[src/design/pbcs_pkg.sv]
package pbcs_pkg;

    // register byte offsets on the apb bus
    localparam logic [7:0] CTRL_OFS      = 8'h00;
    localparam logic [7:0] BW_OFS        = 8'h04;
    localparam logic [7:0] PROG_OFS      = 8'h08;

    // control register field positions
    localparam int         CTRL_IE_BIT   = 7;
    localparam int         CTRL_FLAG_BIT = 6;
    localparam int         CTRL_ON_BIT   = 5;
    localparam int         CTRL_SEL_BIT  = 4;
    localparam logic [3:0] CTRL_UNUSED   = 4'hf;

    // bandwidth register field positions
    localparam int         BW_AUTO_BIT   = 7;
    localparam int         BW_LOCK_BIT   = 6;

    // programming register reset: multiplier 6, range 6
    localparam logic [3:0] MUL_RST       = 4'h6;
    localparam logic [3:0] VRS_RST       = 4'h6;

    // source edges waited for during a switch-over
    localparam logic [1:0] SWITCH_EDGES  = 2'h3;

    // transition circuit states
    typedef enum logic [0:0] {
        TR_RUN  = 1'b0,
        TR_WAIT = 1'b1
    } pbcs_tr_e;

    // software visible control bits
    typedef struct packed {
        logic       irq_en;
        logic       change_flag;
        logic       power_on;
        logic       base_src;
        logic       bw_auto;
        logic [3:0] mul;
        logic [3:0] vrs;
    } pbcs_regs_s;

    // whole block state
    typedef struct packed {
        pbcs_regs_s  regs;
        logic        ack;
        logic [31:0] rdata;
        logic        slverr;
        logic        lock_prev;
        logic [2:0]  xs;
        logic [2:0]  vs;
        pbcs_tr_e    tr;
        logic        cur_vco;
        logic [1:0]  xcnt;
        logic [1:0]  vcnt;
        logic        base_clk;
    } pbcs_state_s;

endpackage

[src/design/pbcs_top.sv]
// Implementation choices: the APB register port and the placing of the registers.
`timescale 1ns/100ps
// Overview of operation
// - multiplier zero behaves like multiplier one
// - range zero disables loop, forces crystal
// - switch waits three crystal edges, and three vco edges if loop enabled
// - selected clock halved for even duty
// - select ignored while loop power off
// - power-off ignored while vco selected
// - power then select needs two writes
// - oscillator and loop run only when enabled
// - irq when flag and enable both set, in auto mode and without stop
// - enable unwritable, reads zero in manual
// - flag sets on every lock toggle
// - flag reads zero in manual mode
// - reading control register clears flag
// - reset turns loop power on
// - select one picks vco, reset clears
// - low four control bits read ones
// - bandwidth mode bit, reset manual
// - lock reads locked in auto, zero manual
// - stop clears select, crystal after wake
module pbcs_top
    import pbcs_pkg::*;
(
    // apb clock and reset
    input  wire logic        pclk,
    input  wire logic        presetn,
    // apb slave
    input  wire logic        psel,
    input  wire logic        penable,
    input  wire logic        pwrite,
    input  wire logic [7:0]  paddr,
    input  wire logic [31:0] pwdata,
    output logic      [31:0] prdata,
    output logic             pready,
    output logic             pslverr,
    // source clocks, sampled as data
    input  wire logic        xtal_clk,
    input  wire logic        vco_clk,
    // system integration and lock detector
    input  wire logic        osc_enable_in,
    input  wire logic        stop_in,
    input  wire logic        vco_locked_in,
    // clock outputs and controls
    output logic             base_clk,
    output logic             loop_irq,
    output logic             osc_run,
    output logic             loop_enable,
    output logic      [3:0]  mult_eff,
    output logic      [3:0]  range_eff
);

    // how the block is meant to be used
    //
    // bus side
    // - every transfer is answered after one wait state
    // - pready and pslverr stand for one cycle only; prdata holds until the next answer
    // - the answer is registered, so prdata never glitches
    // - upper 24 data bits read zero and are ignored on write
    // - unmapped offsets answer with zero data and an error
    // - back to back transfers are accepted
    //
    // control register
    // - irq enable only writable in automatic mode
    // - irq enable and change flag masked when manual
    // - power-off refused while the vco is selected
    // - select judged against the power bit before the write
    // - so selecting the vco from power-off needs two writes
    // - low four bits have no storage and read as ones
    // - any control read clears the change flag
    // - a flag set in the same cycle as the read survives
    //   (losing a lock event is worse than a spare interrupt)
    //
    // bandwidth register
    // - mode bit selects automatic or manual control
    // - lock indicator only meaningful in automatic mode
    // - acquisition bit lives outside this block
    //
    // programming register
    // - multiplier and range writable only with loop power off
    // - multiplier zero is shown as one downstream
    // - range zero keeps the loop off and the crystal chosen
    //
    // transition circuit
    // - source clocks are sampled as data by pclk
    // - each source must stay slower than a quarter of pclk
    // - three flops per source; edges seen on the last two
    // - base clock toggles once per chosen source rising edge
    // - toggling per edge gives an even duty whatever the source
    // - on a select change the output freezes at its level
    // - three crystal and three vco edges are counted first
    // - a powered-down vco is not waited for, or we would hang
    // - the counters saturate, so late edges cannot wrap them
    // - the new source takes over only from the run state
    // - limitation: output edges lag the source by 2-3 cycles
    //
    // stop
    // - stop drops the vco selection at the next edge
    // - stop holds the base clock and the interrupt low
    // - after stop the crystal drives the output again
    //
    // oscillator gating
    // - oscillator runs only while the system enables it
    // - loop enable also needs power on and a non-zero range
    //
    // reset
    // - loop power comes up on so it can settle early
    // - selection, mode, enable and flag come up clear
    // - multiplier and range come up at their defaults
    // - the transition circuit starts on the crystal
    //
    // trade-offs
    // - one packed state keeps every register in one process
    // - derived levels stay combinational to save flops
    // - the interrupt is a level, cleared only by a read
    // - no interrupt logic beyond the flag, enable, mode and stop gate

    pbcs_state_s st_reg;     // all state
    pbcs_state_s st_next;    // next state
    logic        range_ok;   // range field non-zero
    logic        lock_bit;   // visible lock indicator
    logic        sel_eff;    // effective vco selection
    logic        xedge;      // crystal rising edge
    logic        vedge;      // vco rising edge
    logic        wr_done;    // write completes this edge
    logic        rd_done;    // read completes this edge

    // readback of control register with masking
    function automatic logic [7:0] ctrl_view(input pbcs_regs_s r);
        ctrl_view = {r.irq_en & r.bw_auto,
                     r.change_flag & r.bw_auto,
                     r.power_on,
                     r.base_src,
                     CTRL_UNUSED};
    endfunction

    // derived levels
    always_comb
    begin
        range_ok    = (st_reg.regs.vrs != 4'h0);
        // lock only meaningful in auto mode
        lock_bit    = st_reg.regs.bw_auto & vco_locked_in;
        sel_eff     = st_reg.regs.base_src & range_ok;
        // edge detect on second and third stage only
        xedge       = st_reg.xs[1] & ~st_reg.xs[2];
        vedge       = st_reg.vs[1] & ~st_reg.vs[2];
        wr_done     = psel & penable & st_reg.ack & pwrite;
        rd_done     = psel & penable & st_reg.ack & ~pwrite;
        osc_run     = osc_enable_in;
        loop_enable = st_reg.regs.power_on & osc_enable_in & range_ok;
        mult_eff    = (st_reg.regs.mul == 4'h0) ? 4'h1 : st_reg.regs.mul;
        range_eff   = st_reg.regs.vrs;
        prdata      = st_reg.rdata;
        pready      = st_reg.ack;
        pslverr     = st_reg.ack & st_reg.slverr;
        base_clk    = st_reg.base_clk;
        // stop holds the interrupt low
        loop_irq    = st_reg.regs.change_flag & st_reg.regs.irq_en
                      & st_reg.regs.bw_auto & ~stop_in;
    end

    // next state: bus, registers, transition circuit
    always_comb
    begin
        st_next = st_reg;

        // three-stage sampling of each source clock
        st_next.xs = {st_reg.xs[1:0], xtal_clk};
        st_next.vs = {st_reg.vs[1:0], vco_clk};

        // apb: one wait state, answer registered
        st_next.ack = psel & penable & ~st_reg.ack;
        if (psel && penable && !st_reg.ack)
        begin
            st_next.slverr = 1'b0;
            unique case (paddr)
                CTRL_OFS:  st_next.rdata = {24'h0, ctrl_view(st_reg.regs)};
                BW_OFS:    st_next.rdata = {24'h0, st_reg.regs.bw_auto, lock_bit, 6'h00};
                PROG_OFS:  st_next.rdata = {24'h0, st_reg.regs.mul, st_reg.regs.vrs};
                default:
                begin
                    // unmapped: zero data and an error
                    st_next.rdata  = 32'h0;
                    st_next.slverr = 1'b1;
                end
            endcase
        end

        // register writes take effect when pready is seen
        // writing one cycle late keeps the data and the
        // answer aligned with the edge the master samples
        if (wr_done)
        begin
            unique case (paddr)
                CTRL_OFS:
                begin
                    // enable only writable in auto mode
                    if (st_reg.regs.bw_auto)
                    begin
                        st_next.regs.irq_en = pwdata[CTRL_IE_BIT];
                    end
                    // power-off refused while vco selected
                    if (!(st_reg.regs.base_src && !pwdata[CTRL_ON_BIT]))
                    begin
                        st_next.regs.power_on = pwdata[CTRL_ON_BIT];
                    end
                    // select judged against old power bit, so two writes
                    if (st_reg.regs.power_on)
                    begin
                        st_next.regs.base_src = pwdata[CTRL_SEL_BIT];
                    end
                    else
                    begin
                        st_next.regs.base_src = 1'b0;
                    end
                end
                BW_OFS:
                begin
                    st_next.regs.bw_auto = pwdata[BW_AUTO_BIT];
                end
                PROG_OFS:
                begin
                    // protected while the loop is powered
                    if (!st_reg.regs.power_on)
                    begin
                        st_next.regs.mul = pwdata[7:4];
                        st_next.regs.vrs = pwdata[3:0];
                    end
                end
                default:
                begin
                    // unmapped write ignored
                    st_next.regs = st_reg.regs;
                end
            endcase
        end

        // any control read clears the flag
        if (rd_done && paddr == CTRL_OFS)
        begin
            st_next.regs.change_flag = 1'b0;
        end

        // lock toggle sets flag; set beats the read clear
        st_next.lock_prev = lock_bit;
        if (lock_bit != st_reg.lock_prev)
        begin
            st_next.regs.change_flag = 1'b1;
        end

        // zero range and stop both drop the vco selection
        if (!range_ok || stop_in)
        begin
            st_next.regs.base_src = 1'b0;
        end

        // transition circuit
        // run: follow the current source edge by edge
        // wait: hold the level and count edges of both
        // the output is a flop, so it cannot show a runt
        // pulse even if a source glitches mid-switch
        unique case (st_reg.tr)
            TR_RUN:
            begin
                if (sel_eff != st_reg.cur_vco)
                begin
                    st_next.tr   = TR_WAIT;
                    st_next.xcnt = 2'h0;
                    st_next.vcnt = 2'h0;
                end
                else if (st_reg.cur_vco ? vedge : xedge)
                begin
                    st_next.base_clk = ~st_reg.base_clk;
                end
            end
            TR_WAIT:
            begin
                // output held static while edges are counted
                if (xedge && st_reg.xcnt != SWITCH_EDGES)
                begin
                    st_next.xcnt = st_reg.xcnt + 2'h1;
                end
                if (vedge && st_reg.vcnt != SWITCH_EDGES)
                begin
                    st_next.vcnt = st_reg.vcnt + 2'h1;
                end
                // a stopped vco cannot count; crystal alone decides then
                if (st_reg.xcnt == SWITCH_EDGES
                    && (st_reg.vcnt == SWITCH_EDGES || !loop_enable))
                begin
                    st_next.tr      = TR_RUN;
                    st_next.cur_vco = sel_eff;
                end
            end
        endcase

        // stop holds the base clock low
        if (stop_in)
        begin
            st_next.base_clk = 1'b0;
        end
    end

    // state register
    // reset branch holds constants only, so the
    // asynchronous path never depends on bus inputs;
    // every field not named below comes up as zero,
    // which covers the answer, the flag, the enable,
    // the synchronisers, both counters and the output
    always_ff @(posedge pclk or negedge presetn)
    begin
        if (!presetn)
        begin
            st_reg                  <= '0;
            st_reg.regs.power_on    <= 1'b1;
            st_reg.regs.base_src    <= 1'b0;
            st_reg.regs.bw_auto     <= 1'b0;
            st_reg.regs.mul         <= MUL_RST;
            st_reg.regs.vrs         <= VRS_RST;
            st_reg.tr               <= TR_RUN;
        end
        else
        begin
            st_reg <= st_next;
        end
    end

endmodule

[config.mk]
export PLATFORM = sky130hd
export DESIGN_NAME = pbcs_top
export DESIGN_NICKNAME = d
export VERILOG_FILES = /design/src/design/pbcs_pkg.sv /design/src/design/pbcs_top.sv
export SDC_FILE = /design/constraint.sdc
export NUM_CORES = 1
export LEC_CHECK = 0
export BUFFER_PORTS_ARGS = -buffer_cell sky130_fd_sc_hd__buf_2
export CAP_MARGIN = 20
export CORE_MARGIN = 2
export CORE_UTILIZATION = 42
export CTS_CLUSTER_SIZE = 12
export DETAILED_ROUTE_END_ITERATION = 10
export PLACE_DENSITY = 0.82
export SLEW_MARGIN = 0
export SYNTH_ARGS = -nofsm -noshare
export SYNTH_HDL_FRONTEND = slang
export SYNTH_SLANG_ARGS = --single-unit
export TNS_END_PERCENT = 100
[constraint.sdc]
create_clock -name pclk -period 1.6 [get_ports pclk]
set_input_delay 0.24 -clock pclk [delete_from_list [all_inputs] [get_ports pclk]]
set_output_delay 0.24 -clock pclk [all_outputs]
set_load 0.02 [all_outputs]
==> results of run 1 <==
[worst max path at each step]
| stage | from | end | slack (ps) | cells after the start |
|---|---|---|---|---|
| after floorplan | paddr[5] | range_eff[0]$_DFFE_PN0P_ | -290 | 5 |
| after global placement | paddr[5] | st_reg[55]$_DFFE_PN0P_ | -300 | 4 |
| after detailed placement | paddr[5] | st_reg[52]$_DFFE_PN0P_ | -320 | 4 |
| after CTS | range_eff[0]$_DFFE_PN0P_ | loop_enable | -70 | 3 |
| after global routing | range_eff[0]$_DFFE_PN0P_ | loop_enable | -90 | 3 |
| final | range_eff[0]$_DFFE_PN0P_ | loop_enable | -50 | 3 |
[metal layers]
metal	up-vias	track usage	wire [microns]
li1	750	-	-
met1	724	0.197	1850
met2	49	0.263	1940
met3	5	0.0442	236
met4	0	0.0536	46
met5	-	0	0
[cells in the mapped netlist, drive strengths merged, types with 3 or more instances]
master / count / area (sq um)
a211oi: 3 / 22.5
and2: 3 / 18.8
buf: 38 / 289
clkbuf: 7 / 27.5
dfrtp: 32 / 801
dfstp: 5 / 131
inv: 4 / 15.0
mux2: 11 / 154
mux2i: 5 / 50.1
nand2: 11 / 41.3
nand3: 9 / 45.0
nand3b: 4 / 30.0
nor2: 3 / 11.3
nor2b: 6 / 37.5
nor3: 3 / 15.0
nor4: 3 / 18.8
o31ai: 8 / 60.1
or2: 5 / 31.3
or4: 3 / 27.5
xnor2: 3 / 26.3
[cell families after synthesis]
kind of cell,Yosys count,share of synthesized area
simple gates,66,0.190
buf+inv,49,0.156
flops,37,0.439
compound gates,24,0.0925
mux,16,0.0961
xor+xnor,3,0.0124
fa+ha+maj,2,0.0118
other cells,1,0.00177
[power breakdown]
group	total (mW)	leakage (nW)	internal [mW]	switching, mW
registers	1.14	0.468	1.03	0.110
clock network	0.824	0.0585	0.508	0.316
logic	0.473	0.705	0.204	0.269
[worst max-delay path: cells and delay by family (launching register included)]
kind / cells / cell delay, ps
compound gates: 1 / 440
simple gates: 1 / 150
flops: 1 / 410
buf+inv: 1 / 120
[cell type report]
type	count	area, sq um
Tap cell	67	83.8
Clock buffer	7	86.3
Fill cell	435	2280
Clock inverter	1	30.0
Multi-Input combinational cell	135	970
Inverter	4	15.0
Sequential cell	37	935
Timing Repair Buffer	65	383
[repair_timing]
item,CTS,global route
setup endpoints to repair,5,10
setup buffers,3,2
resized for setup,4,7
pin swaps,2,1
[per-stage QoR]
step | setup slack [ps] | utilization | hold slack (ps) | area [sq um]
after floorplan | -290 | - | -55.6 | 2240
after global placement | -300 | 0.483 | 307 | 2310
after detailed placement | -321 | 0.483 | 311 | 2310
after CTS | -73.2 | 0.514 | 0.285 | 2460
after global routing | -88.0 | 0.523 | 25.4 | 2500
final | -49.2 | 0.523 | -12.7 | 2500
==> qor.yml, run 1 <==
cts_tree: "done"
holdWs_ps: -12.7
yosysSeqAreaShare: 0.439
layout_commonest_cell: "buf_2"
dp_hpwl_microns: 3080
syn_inst: 198
ant_nets: 0
core_region_area_sq_um: 4790
syn_area_sq_um: 2120
clk_pin_slew_ps: 70
cap_violations: 0
routed_wl_microns: 4080
end_kind: "primary output"
setup_violations: 5
p_leak_nw: 1.23
antenna_found_initial: 0
grt_pass1_wl_microns: 6620
cp_max_fo: 2
num_antenna_cells: 0
viasPerCell: 4.84
cp_slowest_cell: "o41a_1"
ys_warn_count: 0
timing.clock.skew_ps: 6.02
synth_seq_cells: 37
period_share: 1.03
fin_nets: 300
cts.sinks: 37
critPathRequiredTime_ps: 1360
drt_iter0_markers: 72
dr.pass1.iters: 4
fmax_ghz: 0.606
drive_above_1_share: 0.414
final_cells: 316
peakVddDrop_v: 0.000713
cts-hold-fix-buffers: 0
finalWorstPathRequiredPeriod_ps: 1650
grtUsageTotal: 0.158
die_width_microns: 75.1
final_max_slew_viol_count: 0
rows: 25
synth_edf_count: 0
syn2layout_area_growth_pct: 17.9
rsz0062_at_grt: "yes"
pwr_density_cell_nw_per_um2: 973
clockRootBuffer: "clkbuf_8"
cts_made_buffers: 5
critical_path.startpoint_type: "flip-flop"
design_power_total_mw: 2.43
avgSynthCellArea_sq_um: 10.7
insertion_delay_ps: 290
max_stage_delay_ps: 440
wl_per_cell_microns: 12.9
status: "finished, violations left"
cp_cell_sequence: "o41a_1, and2_4, buf_6"
r2r-end: "st_reg[52]$_DFFE_PN0P_"
cp.arrival_ps: 1410
hp-class: "in -> async"
final_cell_mix: "buf_2, dfrtp_1, conb_1"
port_buffers: 47
start_util: 0.444
largest_reg_flops: 19
cts_max_level: 2
finalWorstSetupSlack_ps: -49.2
num_vias: 1528
finalHoldViolations: 31
synthFlopType: "dfrtp_1"
violations: "hold timing, setup timing"
placed_cells: 303
clk_path_buf_depth: 2
dieHeight_microns: 75.1
synthDistinctLibCells: 46
gp_congestion: 0.832
ff2ff_path_depth: 3
grt_pass1_vias: 1444
final.setup.tns_ps: -110
grt_start_max_net_pins: 38
drcViolationCount: 0
num_io_pins: 96
critical_path_class: "reg -> out"
synthArstFlopShare: 1.00
r2r-start: "st_reg[58]$_DFFE_PN1P_"
r2r_slack_ps: -20
die_area_sq_um: 5640
overflow: 0
Power figures use the tool's default switching activity.
==> run 2: changes to the inputs <==
MAX_ROUTING_LAYER = met4   (was default)
==> run 2 against run 1 <==
The run still ends with hold timing, setup timing left. Sequential cell count did not move. Sequential power about the same. Clock skew grew 0.80 ps. Worst hold slack better by 2.1 ps. Non-clock buffer count did not move. Design area unchanged. Combinational power is essentially flat. Die area stayed put. Critical endpoint unchanged.
==> qor.yml, run 2 (synthesis gave the netlist of run 1 again) <==
period_share: 1.03
cts-hold-fix-buffers: 0
cp.arrival_ps: 1410
rsz0062_at_grt: "yes"
grtUsageTotal: 0.162
grt_pass1_wl_microns: 6600
peakVddDrop_v: 0.000714
port_buffers: 47
die_area_sq_um: 5640
finalWorstPathRequiredPeriod_ps: 1650
placed_cells: 303
num_io_pins: 96
cts_tree: "done"
layout_commonest_cell: "buf_2"
dieHeight_microns: 75.1
final_cell_mix: "buf_2, dfrtp_1, conb_1"
rows: 25
final_max_slew_viol_count: 0
cts.sinks: 37
fin_nets: 300
cp_max_fo: 2
wl_per_cell_microns: 12.9
dp_slack_ps: -321
fin_util: 0.523
insertion_delay_ps: 290
hp-class: "in -> async"
cts_max_level: 2
largest_reg_flops: 19
antenna_found_initial: 0
core_region_area_sq_um: 4790
cap_violations: 0
pwr_density_cell_nw_per_um2: 973
num_antenna_cells: 0
timing.clock.skew_ps: 6.82
violations: "hold timing, setup timing"
critPathRequiredTime_ps: 1360
dr.pass1.iters: 4
status: "finished, violations left"
viasPerCell: 4.86
finalWorstSetupSlack_ps: -49.1
ant_nets: 0
critical_path_class: "reg -> out"
cts_made_buffers: 5
clockRootBuffer: "clkbuf_8"
routed_wl_microns: 4070
holdWs_ps: -10.6
drive_above_1_share: 0.414
fmax_ghz: 0.606
critical_path.startpoint_type: "flip-flop"
setup_violations: 5
drt_iter0_markers: 66
overflow: 0
clk_path_buf_depth: 2
gp_congestion: 0.845
finalHoldViolations: 26
final_cells: 316
drcViolationCount: 0
num_vias: 1536
grt_pass1_vias: 1448
die_width_microns: 75.1
start_util: 0.444
end_kind: "primary output"
syn2layout_area_growth_pct: 17.9
design_power_total_mw: 2.43
dp_hpwl_microns: 3080
grt_start_max_net_pins: 38
p_leak_nw: 1.23
clk_pin_slew_ps: 70
## run 2: cell counts in the layout (fill, tap and decap cells not counted)
Identical to the previous run, type by type.
## run 2: metal layers
layer / vias up / part of all wire / GRT usage
met4: 0 / 0.013 / 0.0536
met3: 7 / 0.056 / 0.0442
li1: 751 / - / -
met5: - / 0 / -
met1: 727 / 0.45 / 0.196
met2: 51 / 0.48 / 0.263
## run 2: area by class of cell
class                   count  area (sq um)
repair buffers             65           383
clock buffers               7          86.3
flip-flops and latches     37           935
inverters                   4          15.0
well taps                  67          83.8
clock inverters             1          30.0
multi-input cells         135           970
fillers                   435          2280
## run 2: through the flow
stage               setup TNS, ps  hold WS [ps]  area (sq um)
floorplan                   -2640         -55.6          2240
global placement            -3290           307          2310
detailed placement          -3530           311          2310
CTS                          -155         0.285          2460
global route                 -243          25.4          2500
finish                       -106         -10.6          2500
## run 2: worst paths after layout
kind                                     startpoint                endpoint  slack [ps]  depth (start not counted)
max in group asynchronous                   presetn  st_reg[54]$_DFFE_PN1P_        1260                          2
hold / removal                              presetn   st_reg[5]$_DFFE_PN0P_         -10                          2
hold reg to reg               st_next[11]$_DFF_PN0_   st_next[12]$_DFF_PN0_         350                          0
setup reg to reg             st_reg[58]$_DFFE_PN1P_  st_reg[52]$_DFFE_PN0P_         -20                          3
min in group pclk                          xtal_clk   st_next[11]$_DFF_PN0_          50                          1
setup / recovery           range_eff[0]$_DFFE_PN0P_             loop_enable         -50                          3
## run 2: repair_timing
item,in CTS,in global routing
setup buffers,3,2
endpoints found under the setup margin,5,10
endpoints found under the hold margin,0,0
pin swaps,2,1
resized for setup,4,7
## run 2: report_power, final
part           internal, mW  total, mW  switching [mW]
Sequential             1.03       1.14           0.110
Clock                 0.508      0.822           0.314
Combinational         0.204      0.474           0.270
Total                  1.74       2.43           0.694
## run 2: worst max-delay path: stages (launching register included)
cell	delay [ps]
dfrtp_2	410
o41a_1	440
and2_4	150
buf_6	120
